File: src/timekeeping_pkg.sv
// Shared constants for the program timekeeping unit.
package timekeeping_pkg;

  // Sizes.
  localparam int NUM_COUNTERS = 4;
  localparam int NUM_BASES = 4;
  localparam int COUNT_W = 8;
  localparam int DATA_W = 32;
  localparam int ADDR_W = 8;

  // Register byte offsets.
  localparam logic [7:0] OFS_PRESET0 = 8'h00;
  localparam logic [7:0] OFS_PRESET1 = 8'h04;
  localparam logic [7:0] OFS_PRESET2 = 8'h08;
  localparam logic [7:0] OFS_PRESET3 = 8'h0c;
  localparam logic [7:0] OFS_BRANCH = 8'h10;
  localparam logic [7:0] OFS_TIME = 8'h14;
  localparam logic [7:0] OFS_IRQ_STATUS = 8'h18;
  localparam logic [7:0] OFS_IRQ_MASK = 8'h1c;
  localparam logic [7:0] OFS_LEVEL_ENABLE = 8'h20;
  localparam logic [7:0] OFS_VECTOR = 8'h24;
  localparam logic [7:0] OFS_CLOCK_CTRL = 8'h28;

  // Field positions.
  localparam int PRESET_SEL_BIT = 8;
  localparam int PRESET_IRQ_BIT = 9;
  localparam int PRESET_DONE_BIT = 16;
  localparam int BRANCH_VALID_BIT = 4;
  localparam int VECTOR_VALID_BIT = 3;
  localparam int CLOCK_SECRESET_BIT = 0;

  // Reset values.
  localparam logic [COUNT_W-1:0] COUNT_RESET = 8'h00;
  localparam logic [3:0] MASK_RESET = 4'h0;
  localparam logic [1:0] LEVEL_RESET = 2'h0;

  // Time base indices.
  localparam logic [1:0] BASE_3MS = 2'h0;
  localparam logic [1:0] BASE_17MS = 2'h1;
  localparam logic [1:0] BASE_1S = 2'h2;
  localparam logic [1:0] BASE_1MIN = 2'h3;

  // Base chosen with select low (A) and high (B), two bits per counter, counter 0 lowest.
  localparam logic [7:0] BASE_A_MAP = {BASE_17MS, BASE_3MS, BASE_1S, BASE_3MS};
  localparam logic [7:0] BASE_B_MAP = {BASE_1MIN, BASE_1S, BASE_1MIN, BASE_17MS};

  // Interrupt priority level per counter, 1 is highest.
  localparam logic [7:0] LEVEL_MAP = {2'h3, 2'h2, 2'h1, 2'h1};

  // Mains pulses per second and BCD limits.
  localparam logic [5:0] MAINS_LAST = 6'h3b;
  localparam logic [5:0] MAINS_ZERO = 6'h00;
  localparam logic [3:0] BCD_ZERO = 4'h0;
  localparam logic [3:0] BCD_NINE = 4'h9;
  localparam logic [3:0] MIN_TENS_MAX = 4'h5;
  localparam logic [3:0] MIN_UNITS_TOP = 4'h9;
  localparam logic [3:0] HOUR_TENS_MAX = 4'h2;
  localparam logic [3:0] HOUR_UNITS_TOP = 4'h3;

  // AXI responses.
  localparam logic [1:0] RESP_OKAY = 2'h0;
  localparam logic [1:0] RESP_SLVERR = 2'h2;

endpackage

File: src/elapsed_counter.sv
// One presettable elapsed-time down counter with a sticky completion flag.
`timescale 1ns/1ps
module elapsed_counter (
  // Clock and reset.
  input wire logic core_clk,
  input wire logic resetn,
  // Preset and time base.
  input wire logic presetStrobe,
  input wire logic [timekeeping_pkg::COUNT_W-1:0] presetValue,
  input wire logic tick,
  // State.
  output logic [timekeeping_pkg::COUNT_W-1:0] count_q,
  output logic done_q,
  output logic doneSet
);

  logic [timekeeping_pkg::COUNT_W-1:0] count_d;
  logic done_d;

  always_comb begin
    count_d = count_q;
    done_d = done_q;
    doneSet = 1'b0;
    if (presetStrobe) begin
      count_d = presetValue;
      done_d = (presetValue == timekeeping_pkg::COUNT_RESET);
      doneSet = done_d;
    end else if (tick && !done_q) begin
      count_d = count_q - {{(timekeeping_pkg::COUNT_W-1){1'b0}}, 1'b1};
      if (count_d == timekeeping_pkg::COUNT_RESET) begin
        done_d = 1'b1;
        doneSet = 1'b1;
      end
    end
  end

  // A counter out of reset reads as finished until it is first preset.
  always_ff @(posedge core_clk or negedge resetn) begin
    if (!resetn) begin
      count_q <= timekeeping_pkg::COUNT_RESET;
      done_q <= 1'b1;
    end else begin
      count_q <= count_d;
      done_q <= done_d;
    end
  end

endmodule // elapsed_counter

File: src/program_timekeeping_unit.sv
// Elapsed-time counters and BCD time-of-day clock behind an AXI4-Lite slave.
// Overview of operation
// - Four independent 8-bit counters, preset by program.
// - Counters step once per selected time-base increment.
// - Each time base feeds exactly two counters.
// - Preset command loads counter from accumulator value.
// - Per-counter branch test reports interval ended.
// - Preset chooses whether counter completion interrupts.
// - Interrupt honoured by enabled level, highest first.
// - Clock keeps 24-hour time, wraps at midnight.
// - Sixty mains pulses advance seconds by one.
// - Time shown as six BCD digits.
// - One read transfers whole time value.
// - Electronic reset clears seconds for synchronising.
// - Manual step inputs advance hours and minutes.
// - Read-valid condition tested by branch command.
//
// Chosen here: the register addresses and the AXI4-Lite interface to the registers.
`timescale 1ns/1ps
module program_timekeeping_unit (
  // Clock and reset.
  input wire logic core_clk,
  input wire logic resetn,
  // AXI4-Lite write address and data.
  input wire logic [timekeeping_pkg::ADDR_W-1:0] s_axi_awaddr,
  input wire logic s_axi_awvalid,
  output logic s_axi_awready,
  input wire logic [timekeeping_pkg::DATA_W-1:0] s_axi_wdata,
  input wire logic [3:0] s_axi_wstrb,
  input wire logic s_axi_wvalid,
  output logic s_axi_wready,
  // AXI4-Lite write response.
  output logic [1:0] s_axi_bresp,
  output logic s_axi_bvalid,
  input wire logic s_axi_bready,
  // AXI4-Lite read.
  input wire logic [timekeeping_pkg::ADDR_W-1:0] s_axi_araddr,
  input wire logic s_axi_arvalid,
  output logic s_axi_arready,
  output logic [timekeeping_pkg::DATA_W-1:0] s_axi_rdata,
  output logic [1:0] s_axi_rresp,
  output logic s_axi_rvalid,
  input wire logic s_axi_rready,
  // Time-base increment pulses.
  input wire logic tick3ms,
  input wire logic tick17ms,
  input wire logic tick1s,
  input wire logic tick1min,
  // Time-of-day inputs.
  input wire logic mainsPulse,
  input wire logic secondsReset,
  input wire logic hourStep,
  input wire logic minuteStep,
  // Status outputs.
  output logic timeReadValid,
  output logic irq
);

  localparam int N = timekeeping_pkg::NUM_COUNTERS;

  // Bus state.
  logic bvalid_q, bvalid_d;
  logic rvalid_q, rvalid_d;
  logic [1:0] rresp_q, rresp_d;
  logic [1:0] bresp_q, bresp_d;
  logic [timekeeping_pkg::DATA_W-1:0] rdata_q, rdata_d;
  logic wrFire, rdFire, wrAny;

  // Counter control and interrupt state.
  logic [N-1:0] sel_q, sel_d, irqEn_q, irqEn_d;
  logic [N-1:0] status_q, status_d, mask_q, mask_d;
  logic [1:0] level_q, level_d;
  logic [N-1:0] presetStrobe, cntTick, cntDone, cntDoneSet, allowed;
  logic [timekeeping_pkg::COUNT_W-1:0] cntValue [N];
  logic [timekeeping_pkg::NUM_BASES-1:0] bases;
  logic [2:0] vecIndex;
  logic vecValid;
  logic [1:0] bestLevel;

  // Time-of-day state.
  logic [5:0] presc_q, presc_d;
  logic [3:0] hT_q, hU_q, mT_q, mU_q, sT_q, sU_q;
  logic [3:0] hT_d, hU_d, mT_d, mU_d, sT_d, sU_d;
  logic secTick, secClear, minCarry, hourCarry, minAdvance, hourAdvance;
  logic [8:0] secNext, minNext, hourNext;

  // Advances a BCD pair; returns wrap flag, tens and units.
  function automatic logic [8:0] bcdInc(input logic [3:0] tens, input logic [3:0] units,
                                        input logic [3:0] tensMax, input logic [3:0] unitsTop);
    logic [8:0] r;
    r = {1'b0, tens, units};
    if (tens == tensMax && units == unitsTop) begin
      r = {1'b1, timekeeping_pkg::BCD_ZERO, timekeeping_pkg::BCD_ZERO};
    end else if (units == timekeeping_pkg::BCD_NINE) begin
      r = {1'b0, tens + 4'h1, timekeeping_pkg::BCD_ZERO};
    end else begin
      r = {1'b0, tens, units + 4'h1};
    end
    return r;
  endfunction

  // Write takes address and data together; read takes one address at a time.
  assign wrFire = s_axi_awvalid && s_axi_wvalid && !bvalid_q;
  assign rdFire = s_axi_arvalid && !rvalid_q;
  assign wrAny = wrFire && (s_axi_wstrb != 4'h0);
  assign s_axi_awready = wrFire;
  assign s_axi_wready = wrFire;
  assign s_axi_arready = !rvalid_q;
  assign s_axi_bvalid = bvalid_q;
  assign s_axi_bresp = bresp_q;
  assign s_axi_rvalid = rvalid_q;
  assign s_axi_rresp = rresp_q;
  assign s_axi_rdata = rdata_q;

  assign bases = {tick1min, tick1s, tick17ms, tick3ms};

  genvar gi;
  generate
    for (gi = 0; gi < N; gi++) begin : g_cnt
      assign presetStrobe[gi] = wrAny &&
        (s_axi_awaddr == timekeeping_pkg::OFS_PRESET0 + 8'(4 * gi));
      assign cntTick[gi] = sel_q[gi] ? bases[timekeeping_pkg::BASE_B_MAP[2*gi +: 2]]
                                     : bases[timekeeping_pkg::BASE_A_MAP[2*gi +: 2]];
      elapsed_counter u_counter (
        .core_clk(core_clk),
        .resetn(resetn),
        .presetStrobe(presetStrobe[gi]),
        .presetValue(s_axi_wdata[timekeeping_pkg::COUNT_W-1:0]),
        .tick(cntTick[gi]),
        .count_q(cntValue[gi]),
        .done_q(cntDone[gi]),
        .doneSet(cntDoneSet[gi])
      );
      assign allowed[gi] = (timekeeping_pkg::LEVEL_MAP[2*gi +: 2] <= level_q);
    end
  endgenerate

  // Control and interrupt registers.
  always_comb begin
    sel_d = sel_q;
    irqEn_d = irqEn_q;
    mask_d = mask_q;
    level_d = level_q;
    status_d = status_q;
    for (int i = 0; i < N; i++) begin
      if (presetStrobe[i]) begin
        sel_d[i] = s_axi_wdata[timekeeping_pkg::PRESET_SEL_BIT];
        irqEn_d[i] = s_axi_wdata[timekeeping_pkg::PRESET_IRQ_BIT];
      end
    end
    if (wrAny && s_axi_awaddr == timekeeping_pkg::OFS_IRQ_MASK) begin
      mask_d = s_axi_wdata[N-1:0];
    end
    if (wrAny && s_axi_awaddr == timekeeping_pkg::OFS_LEVEL_ENABLE) begin
      level_d = s_axi_wdata[1:0];
    end
    if (wrAny && s_axi_awaddr == timekeeping_pkg::OFS_IRQ_STATUS) begin
      status_d = status_q & ~s_axi_wdata[N-1:0];
    end
    for (int i = 0; i < N; i++) begin
      if (cntDoneSet[i] && irqEn_d[i]) begin
        status_d[i] = 1'b1;
      end
    end
  end

  always_comb begin
    vecIndex = 3'h0;
    vecValid = 1'b0;
    bestLevel = 2'h3;
    for (int i = N - 1; i >= 0; i--) begin
      if (status_q[i] && mask_q[i] && allowed[i] &&
          (!vecValid || timekeeping_pkg::LEVEL_MAP[2*i +: 2] <= bestLevel)) begin
        vecIndex = 3'(i);
        vecValid = 1'b1;
        bestLevel = timekeeping_pkg::LEVEL_MAP[2*i +: 2];
      end
    end
  end

  assign irq = vecValid;

  // Time of day.
  assign secClear = secondsReset ||
    (wrAny && s_axi_awaddr == timekeeping_pkg::OFS_CLOCK_CTRL &&
     s_axi_wdata[timekeeping_pkg::CLOCK_SECRESET_BIT]);
  assign secTick = mainsPulse && (presc_q == timekeeping_pkg::MAINS_LAST) && !secClear;
  assign secNext = bcdInc(sT_q, sU_q, timekeeping_pkg::MIN_TENS_MAX,
                          timekeeping_pkg::MIN_UNITS_TOP);
  assign minNext = bcdInc(mT_q, mU_q, timekeeping_pkg::MIN_TENS_MAX,
                          timekeeping_pkg::MIN_UNITS_TOP);
  assign hourNext = bcdInc(hT_q, hU_q, timekeeping_pkg::HOUR_TENS_MAX,
                           timekeeping_pkg::HOUR_UNITS_TOP);
  assign minCarry = secTick && secNext[8];
  assign minAdvance = minCarry || minuteStep;
  assign hourCarry = minCarry && minNext[8];
  assign hourAdvance = hourCarry || hourStep;
  assign timeReadValid = !(secTick || secClear || minuteStep || hourStep);

  always_comb begin
    presc_d = presc_q;
    {sT_d, sU_d} = {sT_q, sU_q};
    {mT_d, mU_d} = {mT_q, mU_q};
    {hT_d, hU_d} = {hT_q, hU_q};
    if (secClear) begin
      presc_d = timekeeping_pkg::MAINS_ZERO;
      sT_d = timekeeping_pkg::BCD_ZERO;
      sU_d = timekeeping_pkg::BCD_ZERO;
    end else if (mainsPulse) begin
      presc_d = secTick ? timekeeping_pkg::MAINS_ZERO : presc_q + 6'h01;
    end
    if (secTick) begin
      {sT_d, sU_d} = secNext[7:0];
    end
    if (minAdvance) begin
      {mT_d, mU_d} = minNext[7:0];
    end
    if (hourAdvance) begin
      {hT_d, hU_d} = hourNext[7:0];
    end
  end

  // Bus answers and read mux.
  always_comb begin
    bvalid_d = bvalid_q;
    bresp_d = bresp_q;
    rvalid_d = rvalid_q;
    rresp_d = rresp_q;
    rdata_d = rdata_q;
    if (bvalid_q && s_axi_bready) begin
      bvalid_d = 1'b0;
    end
    if (wrFire) begin
      bvalid_d = 1'b1;
      bresp_d = (s_axi_awaddr <= timekeeping_pkg::OFS_CLOCK_CTRL &&
                 s_axi_awaddr[1:0] == 2'h0 && s_axi_awaddr != timekeeping_pkg::OFS_BRANCH &&
                 s_axi_awaddr != timekeeping_pkg::OFS_TIME &&
                 s_axi_awaddr != timekeeping_pkg::OFS_VECTOR) ?
                timekeeping_pkg::RESP_OKAY : timekeeping_pkg::RESP_SLVERR;
    end
    if (rvalid_q && s_axi_rready) begin
      rvalid_d = 1'b0;
    end
    if (rdFire) begin
      rvalid_d = 1'b1;
      rresp_d = timekeeping_pkg::RESP_OKAY;
      rdata_d = '0;
      case (s_axi_araddr)
        timekeeping_pkg::OFS_PRESET0, timekeeping_pkg::OFS_PRESET1,
        timekeeping_pkg::OFS_PRESET2, timekeeping_pkg::OFS_PRESET3: begin
          rdata_d[timekeeping_pkg::COUNT_W-1:0] = cntValue[s_axi_araddr[3:2]];
          rdata_d[timekeeping_pkg::PRESET_SEL_BIT] = sel_q[s_axi_araddr[3:2]];
          rdata_d[timekeeping_pkg::PRESET_IRQ_BIT] = irqEn_q[s_axi_araddr[3:2]];
          rdata_d[timekeeping_pkg::PRESET_DONE_BIT] = cntDone[s_axi_araddr[3:2]];
        end
        timekeeping_pkg::OFS_BRANCH: begin
          rdata_d[N-1:0] = cntDone;
          rdata_d[timekeeping_pkg::BRANCH_VALID_BIT] = timeReadValid;
        end
        timekeeping_pkg::OFS_TIME: begin
          rdata_d[23:0] = {hT_q, hU_q, mT_q, mU_q, sT_q, sU_q};
        end
        timekeeping_pkg::OFS_IRQ_STATUS: rdata_d[N-1:0] = status_q;
        timekeeping_pkg::OFS_IRQ_MASK: rdata_d[N-1:0] = mask_q;
        timekeeping_pkg::OFS_LEVEL_ENABLE: rdata_d[1:0] = level_q;
        timekeeping_pkg::OFS_VECTOR: begin
          rdata_d[2:0] = vecIndex;
          rdata_d[timekeeping_pkg::VECTOR_VALID_BIT] = vecValid;
        end
        timekeeping_pkg::OFS_CLOCK_CTRL: rdata_d = '0;
        default: rresp_d = timekeeping_pkg::RESP_SLVERR;
      endcase
    end
  end

  always_ff @(posedge core_clk or negedge resetn) begin
    if (!resetn) begin
      bvalid_q <= 1'b0;
      bresp_q <= timekeeping_pkg::RESP_OKAY;
      rvalid_q <= 1'b0;
      rresp_q <= timekeeping_pkg::RESP_OKAY;
      rdata_q <= '0;
      sel_q <= '0;
      irqEn_q <= '0;
      status_q <= '0;
      mask_q <= timekeeping_pkg::MASK_RESET;
      level_q <= timekeeping_pkg::LEVEL_RESET;
      presc_q <= timekeeping_pkg::MAINS_ZERO;
      {hT_q, hU_q, mT_q, mU_q, sT_q, sU_q} <= '0;
    end else begin
      bvalid_q <= bvalid_d;
      bresp_q <= bresp_d;
      rvalid_q <= rvalid_d;
      rresp_q <= rresp_d;
      rdata_q <= rdata_d;
      sel_q <= sel_d;
      irqEn_q <= irqEn_d;
      status_q <= status_d;
      mask_q <= mask_d;
      level_q <= level_d;
      presc_q <= presc_d;
      {hT_q, hU_q, mT_q, mU_q, sT_q, sU_q} <= {hT_d, hU_d, mT_d, mU_d, sT_d, sU_d};
    end
  end

endmodule // program_timekeeping_unit

File: config.mk
export PLATFORM = sky130hd
export DESIGN_NAME = program_timekeeping_unit
export DESIGN_NICKNAME = d
export VERILOG_FILES = /design/src/timekeeping_pkg.sv /design/src/elapsed_counter.sv /design/src/program_timekeeping_unit.sv
export SDC_FILE = /design/constraint.sdc
export NUM_CORES = 1
export LEC_CHECK = 0
export BUFFER_PORTS_ARGS = -buffer_cell sky130_fd_sc_hd__buf_4
export CORE_MARGIN = 2
export CORE_UTILIZATION = 58
export DETAILED_ROUTE_END_ITERATION = 8
export PLACE_DENSITY_LB_ADDON = 0.2
export SLEW_MARGIN = 20
export SYNTH_ARGS = -nofsm -noshare
export SYNTH_HDL_FRONTEND = slang
export SYNTH_HIERARCHICAL = 1
export SYNTH_SLANG_ARGS = --single-unit
File: constraint.sdc
create_clock -name core_clk -period 3 [get_ports core_clk]
set_input_delay 0.15 -clock core_clk [delete_from_list [all_inputs] [get_ports core_clk]]
set_output_delay 0.15 -clock core_clk [all_outputs]
set_load 0.03 [all_outputs]
# --- Word-level counts from Yosys, hierarchy flattened ---
# Cells that the tools add are included.
classes:
  addsub: 11
  magnitude_cmp: 8
  eq_ne: 29
  n_mux: 89
  bitwise_logic: 3
  reduce_logical: 98
ops:
  columns: ["operator", "n"]
  rows:
  - ["$mux 8", 14]
  - ["$logic_not 8->1", 7]
  - ["$eq 8x5->1 const B", 6]
  - ["$mux 1", 48]
  - ["$logic_and 1x1->1", 44]
  - ["$eq 8x6->1 const B", 5]
  - ["$reduce_bool 2->1", 18]
  - ["$eq 8x4->1 const B", 4]
  - ["$sub 8x1->8 const B", 4]
  - ["$add 4x1->4 const B", 6]
  - ["$mux 6", 4]
  - ["$mux 9", 2]
  - ["$bmux 8 s2", 1]
  - ["$eq 8x3->1 const B", 2]
  - ["$mux 4", 4]
  - ["$ne 8x5->1 const B", 2]
  - ["$pmux 2 s7", 1]
  - ["$reduce_and 2->1", 7]
  - ["$eq 4x4->1 const B", 3]
  - ["$pmux 2 s6", 1]
  - ["$reduce_or 11->1", 1]
  - ["$logic_not 1->1", 10]
  - ["$pmux 5 s2", 1]
  - ["$mux 3", 3]
  - ["23 further kinds", 40]
totals:
  reg_bits: 114
  output_inout_bits: 43
  elab_cells: 269

# --- Longest topological paths before layout ---
# Gate-level depths: netlist of run 1.
logic_depth:
  depth_word: 13
  mapped_depth: 8

# --- By module ---
# Netlist of run 1, hierarchy kept.
by_module_without_submodules:
  columns: ["module", "n_inst", "cells_per_inst", "area_per_inst_um2", "seq_area_each_um2"]
  rows:
  - ["program_timekeeping_unit", 1, 433, 4415.5, 1901.8]
  - ["elapsed_counter", 4, 69, 630.6, 226.5]

# --- Worst setup path before layout of run 1 ---
# No wires, ideal clock.
synth_path:
  path_kind: "register -> register"
  from: "register bvalid_q (netlist: s_axi_bvalid)"
  to: "register status_q[1]"
  arrival_ns: 2.659
  required_time_ns: 2.879
  path_slack_ns: 0.220
  path_stages_with_launch: 9
  path_buffers: 1
  path_cell_list: "dfrtp_1 > and3b_1 > clkbuf_1 > nand4_1 > nor4b_1 > nor4b_1 > nand3_1 > o31ai_1 > a22o_1"
synth_between:
  elab_chain_len: 7
  word_cells_on_any_way: 10
  cone_classes: "mux: 3; reduce/logical: 7"
synth_rtl:
  columns: ["item", "line", "rtl"]
  rows:
  - ["from (decl)", "program_timekeeping_unit.sv:62", "logic bvalid_q, bvalid_d;"]
  - ["from (signal assigned)", "program_timekeeping_unit.sv:291", "bvalid_q <= bvalid_d;"]
  - ["$logic_not 1->1 (*)", "program_timekeeping_unit.sv:103", "assign wrFire = s_axi_awvalid && s_axi_wvalid && !bvalid_q;"]
  - ["$logic_and 1x1->1 (*)", "program_timekeeping_unit.sv:103", null]
  - ["net s_axi_awready", "program_timekeeping_unit.sv:27", "output logic s_axi_awready,"]
  - ["$logic_and 1x1->1 (*)", "program_timekeeping_unit.sv:105", "assign wrAny = wrFire && (s_axi_wstrb != 4'h0);"]
  - ["$logic_and 1x1->1 (*)", "program_timekeeping_unit.sv:120", "assign presetStrobe[gi] = wrAny &&"]
  - ["net presetStrobe[1]", "program_timekeeping_unit.sv:73", "logic [N-1:0] presetStrobe, cntTick, cntDone, cntDoneSet, allowed;"]
  - ["$mux 1 (*)", "elapsed_counter.sv:24", "if (presetStrobe) begin"]
  - ["net cntDoneSet[1]", "program_timekeeping_unit.sv:73", null]
  - ["$logic_and 1x1->1 (*)", "program_timekeeping_unit.sv:161", "if (cntDoneSet[i] && irqEn_d[i]) begin"]
  - ["$mux 1 / $reduce_bool 2->1 (equally long branches)", null, null]
  - ["to (signal assigned)", "program_timekeeping_unit.sv:298", "status_q <= status_d;"]
  - ["to (decl)", "program_timekeeping_unit.sv:71", "logic [N-1:0] status_q, status_d, mask_q, mask_d;"]
# The timed path passes the listed nets; every way through them passes the cells marked *.
# A chain may end at the register's enable or synchronous reset.

# --- Worst setup path in the final report of run 1 ---
layout_path:
  from: "register mU_q[1]"
  to: "register hU_q[3]"
layout_between:
  elab_chain_len: 5
layout_rtl:
  columns: ["item", "line", "rtl"]
  rows:
  - ["from (decl)", "program_timekeeping_unit.sv:82", "logic [3:0] hT_q, hU_q, mT_q, mU_q, sT_q, sU_q;"]
  - ["from (signal assigned)", "program_timekeeping_unit.sv:302", "{hT_q, hU_q, mT_q, mU_q, sT_q, sU_q} <= {hT_d, hU_d, mT_d, mU_d, sT_d, sU_d};"]
  - ["$eq 4x4->1", "program_timekeeping_unit.sv:92", "if (tens == tensMax && units == unitsTop) begin"]
  - ["$logic_and 1x1->1", "program_timekeeping_unit.sv:92", null]
  - ["$mux 9", "program_timekeeping_unit.sv:92", null]
  - ["$logic_and 1x1->1", "program_timekeeping_unit.sv:196", "assign hourCarry = minCarry && minNext[8];"]
  - ["$logic_or 1x1->1", "program_timekeeping_unit.sv:197", "assign hourAdvance = hourCarry || hourStep;"]
  - ["to (signal assigned)", "program_timekeeping_unit.sv:302", null]
  - ["to (decl)", "program_timekeeping_unit.sv:82", null]
# No other way between the ends.

==> flow_metrics.tcl, run 1 <==
set metrics [dict create \
    use_met2_pct 43.3 \
    fin_crit_ns 2.61 \
    clkSinkCount 112 \
    hp-class "primary input to register" \
    path_clk_slew_ns 0.07 \
    synth_warnings 6 \
    ir_worst_vdd_mv 0.559 \
    synth_xor_area_share_pct 6.06 \
    clock_latency_ns 0.36 \
    largest_reg_flops 32 \
    post_drt_via_cell_ratio 6.00 \
    synth-simple-area-share_pct 22.4 \
    worstPathRequired_ns 3.30 \
    drtIter0Drc 386 \
    synth_seq_cells 112 \
    cts_root_buf "clkbuf_16" \
    die_y_um 113 \
    wl_um 16400 \
    post_drt_wl_per_cell_um 17.8 \
    io_pins 110 \
    p_leak_nw 3.29 \
    vias 5523 \
    slew_headroom_pct 43.0 \
    cts_buffer_depth 2 \
    grt_setup_unrepaired "no" \
    report.final.slew_viol_count 0 \
    die_w_um 113 \
    grt.met1_usage_pct 35.7 \
    ys_seq_area_share_pct 40.5 \
    dp_hpwl_um 12100 \
    dp_cells 903 \
    layoutNonFillerInstCount 921 \
    grt_max_degree 66 \
    fmax_ghz 0.384 \
    ant_nets 0 \
    finalSetupViolations 0 \
    synthFlopType "dfrtp_1" \
    antenna_found_initial 0 \
    syn_area_per_cell_sq_um 9.79 \
    endpoint_kind "register" \
    holdWs_ns 0.0438 \
    cp_data_arrival_time_ns 2.91 \
    start_util_pct 60.0 \
    postCtsSetupRepairBufs 0 \
    grt_pass1_vias 5287 \
    muxShareOfSynthArea_pct 9.99 \
    synth_fa_ha_area_share_pct 3.43 \
    top_usage_layer "met2" \
    finalHoldViolCount 0 \
    place_area_sq_um 7590 \
    antenna_cells 0 \
    drc_errors 0 \
    synth-edff-count 0 \
    globalRouteTotalUtil_pct 26.6 \
    io_buffers 77 \
    cp_max_fo 13 \
    synth_cells 709 \
    final_common_cell "dfrtp_1" \
    outcome "finished, final reports clean" \
    die-area_sq_um 12900 \
    cellPowerDensity_nw_per_um2 698 \
    grt_overflow 0 \
    design_area_sq_um 7890 \
    final_nets 859 \
    setup_tns_ns 0 \
    drive_gt1_share_pct 22.9 \
    area_growth_pct 13.7 \
    crit_type "register to register" \
    tritoncts "done" \
    cts_max_level 3 \
    fin_skew_ns 0.00711 \
    final_cell_mix "dfrtp_1, nand2_1, buf_4, nor2_1, o21ai_0" \
    dr.pass1.iters 5 \
    synth_compound_area_share_pct 12.5 \
    synth-async-reset-ratio_pct 100 \
    use_met3_pct 6.64 \
    cts_buffers 9 \
    ys_types 67 \
    cts_hold_buf 2 \
    synthesis.area_sq_um 6940 \
    top_register "g_cnt.u_counter/count_q" \
    cap_violations 0 \
    worst_pin_slew_ns 0.855 \
    core-area_sq_um 11600 \
    timing.final.crit_share_pct 86.9 \
    synth_top_family_by_area "simple AND/OR/NAND/NOR gates" \
    num_rows 39 \
    post_cts_resized 0 \
    grt_pass1_wl_um 26900 \
    place.gp.congestion 0.937 \
    startpoint_type "register" \
]
[worst paths after layout]
kind / slack (ns) / end / from / depth (start not counted)
worst max-delay path: 0.39 / hU_q[3] / mU_q[1] / 6
max in group asynchronous: 1.82 / sU_q[1] / resetn / 3
worst min-delay path: 0.04 / sel_q[0] / s_axi_wdata[8] / 2
worst min register to register: 0.48 / s_axi_rdata[13] / s_axi_rdata[13] / 2
min in group asynchronous: 0.43 / hT_q[3] / resetn / 2
worst max register to register: 0.39 / hU_q[3] / mU_q[1] / 6
[final cells by class]
| type | count | area, sq um |
|---|---|---|
| Inverter | 28 | 105 |
| Sequential cell | 112 | 2810 |
| Clock buffer | 11 | 243 |
| Timing Repair Buffer | 89 | 686 |
| Tap cell | 143 | 179 |
| Multi-Input combinational cell | 533 | 3830 |
| Fill cell | 905 | 3670 |
| Clock inverter | 5 | 40.0 |
[through the flow]
stage               total power, mW  worst slack (ns)  util (%)
finish                         5.51             0.392      68.2
floorplan                      3.87             0.220         -
global placement               4.26             0.492      65.6
CTS                            5.53             0.484      68.2
detailed placement             4.35             0.517      65.6
global route                   5.87             0.285      68.2
[synth_stat cells, types with 3 or more instances]
master / count / area [sq um]
nand4_1: 7 / 43.8
dfstp_2: 4 / 105
or4_1: 3 / 22.5
and3b_1: 3 / 26.3
nor4b_2: 4 / 60.1
a2bb2oi_1: 5 / 43.8
mux2i_1: 4 / 40.0
nand2b_1: 12 / 75.1
a21o_1: 4 / 30.0
dfrtp_1: 108 / 2700
buf_1: 3 / 11.3
nor3_2: 6 / 60.1
ha_1: 19 / 238
nand2_1: 95 / 357
a22o_1: 5 / 43.8
or3_1: 4 / 25.0
buf_2: 4 / 20.0
nand4b_1: 6 / 52.6
a22oi_1: 8 / 60.1
nand3b_1: 6 / 45.0
nor2_1: 49 / 184
nor2b_1: 4 / 25.0
o31ai_1: 12 / 90.1
buf_4: 12 / 90.1
nor3b_1: 4 / 30.0
buf_6: 4 / 45.0
nor4b_1: 7 / 61.3
xnor2_1: 28 / 245
a31oi_1: 3 / 18.8
inv_1: 28 / 105
mux2_2: 25 / 282
o21ai_1: 8 / 40.0
a21boi_0: 4 / 30.0
clkbuf_1: 22 / 82.6
a21oi_1: 19 / 95.1
mux4_2: 14 / 315
nand3_1: 17 / 85.1
nor4b_4: 4 / 95.1
o21ai_0: 48 / 240
mux2_4: 3 / 45.0
or4_4: 5 / 56.3
xor2_1: 20 / 175
nor3_1: 16 / 80.1
nor4_1: 13 / 81.3
[report_power, final]
group	switching (mW)	internal, mW	total [mW]
clock	0.566	0.594	1.16
sequential	0.658	1.89	2.54
combinational	0.877	0.929	1.81
total	2.10	3.41	5.51
[per-layer routing]
layer,share of wire (%),vias to the layer above
li1,-,2643
met1,43,2660
met2,49,192
met3,6.3,28
met4,2.2,0
met5,0,-
[worst max-delay path: stages, from the launching register on]
cell and delay, ns:
dfrtp_1 0.44, nand4bb_1 0.38, nor4b_1 0.69, a41oi_2 0.20, buf_4 0.23, or4b_1 0.51
nand3_1 0.10
[cell families after synthesis]
family	after synthesis
other	1
DFF	112
xor gates and xnor gates	48
buffers and inverters	73
adders and majority gates	19
AOI/OAI and AO/OA	133
and+or+nand+nor	276
muxes	47
Power figures use the tool's default switching activity.
==> run 2: changes to the inputs <==
--- a/config.mk
+++ b/config.mk
@@ -5,6 +5,7 @@
 export SDC_FILE = /design/constraint.sdc
 export NUM_CORES = 1
 export LEC_CHECK = 0
+export ABC_AREA = 1
 export BUFFER_PORTS_ARGS = -buffer_cell sky130_fd_sc_hd__buf_4
 export CORE_MARGIN = 2
 export CORE_UTILIZATION = 58
==> run 2 against run 1 <==
Compared with the run above: sequential power decreased by 9.4%; die area increased by 3.2%; core utilization decreased by 0.73 points; power increased by 1.3%; critical path depth increased by 1; via count increased by 21%; the flow now finishes with violations (hold timing); non-clock buffer count decreased by 5; sequential share of layout area decreased by 1.1 points.
==> flow_metrics.tcl, run 2 <==
set metrics [dict create \
    design_area_sq_um 8140 \
    worstPathRequired_ns 2.85 \
    cts_buffers 9 \
    timing.final.crit_share_pct 76.2 \
    p_leak_nw 4.28 \
    synth_warnings 6 \
    place.gp.congestion 0.965 \
    grt.met1_usage_pct 37.4 \
    top_usage_layer "met2" \
    synthTopCellsByArea "dfrtp_1, nand2_1, inv_1, nand3_1, o221ai_1" \
    antenna_cells 0 \
    vias 6702 \
    synthFlopType "dfrtp_1" \
    cts_max_level 3 \
    seq_area_sq_um 2810 \
    wl_um 18500 \
    ir_worst_vdd_mv 0.573 \
    tritoncts "done" \
    fin_ws_ns 0.714 \
    holdWs_ns -0.00334 \
    p_total_mw 5.58 \
    multiInputGateArea_sq_um 3520 \
    slew_headroom_pct 53.9 \
    ys_types 48 \
    grt_overflow 0 \
    fin_skew_ns 0.00594 \
    antenna_found_initial 0 \
    io_pins 110 \
    cap_violations 0 \
    postCtsSetupRepairBufs 0 \
    io_buffers 77 \
    p_switching_mw 2.33 \
    startpoint_type "register" \
    hp-class "primary input to register" \
    slowest_stage "dfrtp_1" \
    post_cts_resized 0 \
    use_met2_pct 48.7 \
    num_rows 40 \
    cts_buffer_depth 2 \
    clock_latency_ns 0.36 \
    cp_max_fo 7 \
    crit_type "register to output port" \
    synth-edff-count 0 \
    p_clk_share_pct 21.0 \
    drtIter0Drc 573 \
    seqPwrFrac_pct 41.2 \
    synth_cells 974 \
    fill_cells 1075 \
    violations "hold timing" \
    outcome "finished, violations left" \
    die-area_sq_um 13300 \
    die_y_um 115 \
    fmax_ghz 0.438 \
    fin_crit_ns 2.29 \
    cellPowerDensity_nw_per_um2 686 \
    largest_reg_flops 32 \
    place_area_sq_um 7840 \
    grt_pass1_vias 6239 \
    worst_pin_slew_ns 0.692 \
    syn_area_per_cell_sq_um 7.36 \
    synth_seq_cells 112 \
    finalSetupViolations 0 \
    synth_most_common_cell "nand2_1" \
    use_met3_pct 5.27 \
    globalRouteTotalUtil_pct 28.9 \
    area_growth_pct 13.6 \
    drive_gt1_share_pct 13.9 \
    yosys.area.top_type "dfrtp_1" \
    cp_data_arrival_time_ns 2.14 \
    core-area_sq_um 12100 \
    switching_share_pct 41.8 \
    grt_max_degree 62 \
    ys_seq_area_share_pct 39.2 \
    path_clk_slew_ns 0.07 \
    clkSinkCount 112 \
    top_register "g_cnt.u_counter/count_q" \
    cts_root_buf "clkbuf_16" \
    synthesis.area_sq_um 7170 \
    start_util_pct 59.4 \
    cpPeakStageDelay_ns 0.43 \
    ant_nets 0 \
    worstPathCellList "nor2_4 -> nand3_1 -> o21bai_1 -> nor2_1 -> inv_1 -> nor3_1 -> buf_4" \
    synthTopCellsByCount "nand2_1, inv_1, dfrtp_1" \
    finalHoldViolCount 1 \
    endpoint_kind "output port" \
    final_cell_mix "nand2_1, inv_1, dfrtp_1, buf_4, nand3_1" \
    synth-async-reset-ratio_pct 100 \
    final_nets 1134 \
    setup_tns_ns 0 \
    combPwrFrac_pct 37.8 \
    synth_top_area_share_pct 37.7 \
    dr.pass1.iters 6 \
    drc_errors 0 \
    post_drt_via_cell_ratio 5.49 \
    dp_hpwl_um 13600 \
    grt_setup_unrepaired "no" \
    dp_worst_setup_slack_ns 0.914 \
    die_w_um 115 \
    post_drt_wl_per_cell_um 15.2 \
    final_common_cell "nand2_1" \
    internal_power_mw 3.25 \
    report.final.slew_viol_count 0 \
    grt_pass1_wl_um 30100 \
]
==> run 2: changes by cell type in the layout (fill, tap and decap cells not counted), sizes merged, moves of 14 or more <==
cell / change
mux4: -14
o221ai: +32
nand4: +18
nand2: +168
xnor2: -27
nor4b: -15
nor3: -16
mux2: -28
inv: +148
nand3: +67
nor2: +35
==> run 2: cell families after synthesis <==
group | synth area share, %
fa+ha+maj | 3.32
mux | 0.297
xor+xnor | 2.79
buf+inv | 12.2
other cells | 0.0523
simple gates | 29.5
flops | 39.2
compound gates | 12.7
==> run 2: power groups by stage <==
stage	clock network, mW	logic, mW	registers, mW
floorplan	0	1.62	2.20
global placement	0	2.03	2.31
detailed placement	0	2.08	2.32
CTS	1.19	2.10	2.29
global route	1.23	2.41	2.35
finish	1.17	2.11	2.30
==> run 2: path summary, 6_finish.rpt <==
| check | startpoint | endpoint | slack, ns | depth (start not counted) |
|---|---|---|---|---|
| setup / recovery | s_axi_bvalid | timeReadValid | 0.71 | 7 |
| hold reg to reg | mT_q[3] | mT_q[3] | 0.48 | 2 |
| max in group asynchronous | resetn | g_cnt[3].u_counter/done_q | 1.80 | 3 |
| min in group asynchronous | resetn | presc_q[3] | 0.38 | 2 |
| hold / removal | s_axi_bready | s_axi_bvalid | -0.003 | 2 |
| setup reg to reg | s_axi_bvalid | g_cnt[2].u_counter/count_q[1] | 0.84 | 10 |
==> run 2: layout make-up <==
cell class / instances / share of cell area [%]
Multi-Input combinational cell: 663 / 43.3
Sequential cell: 112 / 34.5
Inverter: 178 / 8.21
Timing Repair Buffer: 84 / 7.96
Clock buffer: 10 / 2.94
Tap cell: 168 / 2.58
Clock inverter: 6 / 0.553
==> run 2: timing repair <==
item	in CTS	in global routing
endpoints found under the setup margin	0	0
endpoints found under the hold margin	50	0
hold buffers	2	0
==> run 2: critical path: cells and delay by family, from the launching register on <==
| family | cells | cell delay [ns] |
|---|---|---|
| AO/OA/AOI/OAI | 1 | 0.29 |
| AND/OR/NAND/NOR | 4 | 0.60 |
| buffers and inverters | 2 | 0.45 |
| flip-flops | 1 | 0.43 |
==> run 2: routing by layer <==
metal / vias up / part of all wire, %
met5: - / 0
met4: 0 / 3.0
met3: 44 / 6.5
met2: 239 / 48
met1: 3122 / 43
li1: 3297 / -
==> run 2: per-stage QoR <==
stage / std cells / utilization (%)
finish: 1221 / 67.5
detailed placement: 1203 / 65.0
floorplan: 983 / -
global route: 1221 / 67.5
global placement: 1203 / 65.0
CTS: 1221 / 67.5
==> run 3: changes to the inputs <==
--- a/config.mk
+++ b/config.mk
@@ -5,7 +5,7 @@
 export SDC_FILE = /design/constraint.sdc
 export NUM_CORES = 1
 export LEC_CHECK = 0
-export ABC_AREA = 1
+export ABC_AREA = 0
 export BUFFER_PORTS_ARGS = -buffer_cell sky130_fd_sc_hd__buf_4
 export CORE_MARGIN = 2
 export CORE_UTILIZATION = 58
==> constraint.sdc (replaced) <==
create_clock -name core_clk -period 2.2 [get_ports core_clk]
set_input_delay 0.11 -clock core_clk [delete_from_list [all_inputs] [get_ports core_clk]]
set_output_delay 0.11 -clock core_clk [all_outputs]
set_load 0.03 [all_outputs]
==> run 3 against run 2 <==
Compared with the run above: critical path type is now register to register; register-to-register slack worse by 0.77 ns; the flow now finishes without violations; critical endpoint is now status_q[0]; highest routed layer unchanged; power up 40%; clock skew rose by 0.00093 ns.
==> flow_metrics.tcl, run 3 (synthesized netlist as in run 1, its figures left out) <==
set metrics [dict create \
    finalHoldViolCount 0 \
    dr.pass1.iters 5 \
    post_drt_via_cell_ratio 5.99 \
    cts_buffers 9 \
    crit_family "simple AND/OR/NAND/NOR gates" \
    cp_max_fo 7 \
    vias 5688 \
    die-area_sq_um 12900 \
    clkSinkCount 112 \
    finalSetupViolations 0 \
    post_drt_wl_per_cell_um 18.2 \
    grt_max_degree 48 \
    endpoint_kind "register" \
    core-area_sq_um 11600 \
    fin_crit_ns 2.13 \
    io_pins 110 \
    cp_data_arrival_time_ns 2.42 \
    report.final.slew_viol_count 0 \
    rrSetupSlack_ns 0.07 \
    largest_reg_flops 32 \
    fill_cells 885 \
    drive_gt1_share_pct 26.4 \
    cap_violations 0 \
    cellPowerDensity_nw_per_um2 953 \
    slowest_stage "dfrtp_2" \
    start_util_pct 60.0 \
    drc_errors 0 \
    antenna_cells 0 \
    timing.final.crit_share_pct 96.7 \
    dp_cells 927 \
    die_w_um 113 \
    place.gp.congestion 0.910 \
    outcome "finished, final reports clean" \
    tritoncts "done" \
    cts_root_buf "clkbuf_16" \
    dp_hpwl_um 12700 \
    critPathBufInv 1 \
    p_leak_nw 3.47 \
    final_common_cell "buf_4" \
    io_buffers 77 \
    worstPathCellList "and3b_2 -> nand4_1 -> buf_6 -> nor4_4 -> nor4b_1 -> nand3_1 -> o31ai_2 -> a22o_1" \
    reg2reg_depth 8 \
    final_nets 887 \
    crit_type "register to register" \
    drtIter0Drc 407 \
    die_y_um 113 \
    fin_skew_ns 0.00687 \
    grt_pass1_vias 5643 \
    startpoint_type "register" \
    antenna_found_initial 0 \
    area_growth_pct 18.2 \
    slew_headroom_pct 60.6 \
    grt_overflow 0 \
    wl_um 17300 \
    cts_buffer_depth 2 \
    ant_nets 0 \
    top_register "g_cnt.u_counter/count_q" \
    hp-class "primary input to register" \
    fmax_ghz 0.470 \
    path_clk_slew_ns 0.07 \
    p_total_mw 7.82 \
    crit_end "status_q[0]" \
    grt_pass1_wl_um 28200 \
    globalRouteTotalUtil_pct 27.9 \
    cpPeakStageDelay_ns 0.38 \
    num_rows 39 \
    final_cell_mix "buf_4, dfrtp_1, nand2_1, nor2_1, o21ai_0" \
    worstReg2RegStart "s_axi_bvalid" \
    layoutNonFillerInstCount 949 \
    reg2reg_to "status_q[0]" \
    cts_max_level 3 \
    ir_worst_vdd_mv 0.653 \
    path_depth 8 \
    clock_latency_ns 0.36 \
    worst_pin_slew_ns 0.590 \
    cp-startpoint "s_axi_bvalid" \
    worstPathRequired_ns 2.50 \
]
[run 3: worst min-delay path by stage]
stage,startpoint,to,slack [ns],cells after the start
after global placement,resetn,hT_q[3],0.11,1
after detailed placement,resetn,hT_q[3],0.11,1
after CTS,s_axi_wdata[9],irqEn_q[3],0.02,2
after global routing,s_axi_wdata[9],irqEn_q[3],0.03,2
after floorplan,resetn,g_cnt[0].u_counter/count_q[0],-0.19,0
final,s_axi_wdata[9],irqEn_q[3],0.03,2
[run 3: power by group]
part / switching, mW / leakage [nW] / internal (mW)
Clock: 0.761 / 0.145 / 0.914
Sequential: 0.831 / 1.44 / 2.57
Combinational: 1.37 / 1.88 / 1.37
Total: 2.96 / 3.47 / 4.86
[run 3: area by class of cell]
cell class	instances	area [sq um]	area share [%]
multi-input combinational	533	3900	47.6
timing repair buffer	117	910	11.1
tap	143	179	2.18
clock inverter	5	56.3	0.686
inverter	28	105	1.28
sequential	112	2810	34.2
clock buffer	11	243	2.96
[run 3: metrics by stage]
step,area [sq um],setup TNS [ns],worst slack (ns),util (%),hold slack (ns)
after floorplan,7020,-0.276,-0.114,-,-0.186
after global placement,7790,0,0.00760,67.4,0.107
after detailed placement,7790,-0.248,-0.133,67.4,0.109
after CTS,8130,0,0.0115,70.3,0.0198
after global routing,8200,-0.0224,-0.0211,70.9,0.0260
final,8200,0,0.0726,70.9,0.0293
[run 3: what timing repair did]
action | in CTS | in global routing
gates resized for setup | 1 | 10
endpoints found under the setup margin | 1 | 14
setup buffers | 0 | 3
pin swaps | 0 | 5
cloned | 0 | 0
hold endpoints to repair | 35 | 0
hold buffers | 3 | 0
[run 3: layer usage]
layer,vias to the layer above,GRT usage (%),wire (um)
li1,2697,-,-
met1,2740,36.8,7520
met2,217,46.4,8420
met3,34,4.20,959
met4,0,11.5,407
met5,-,0,0
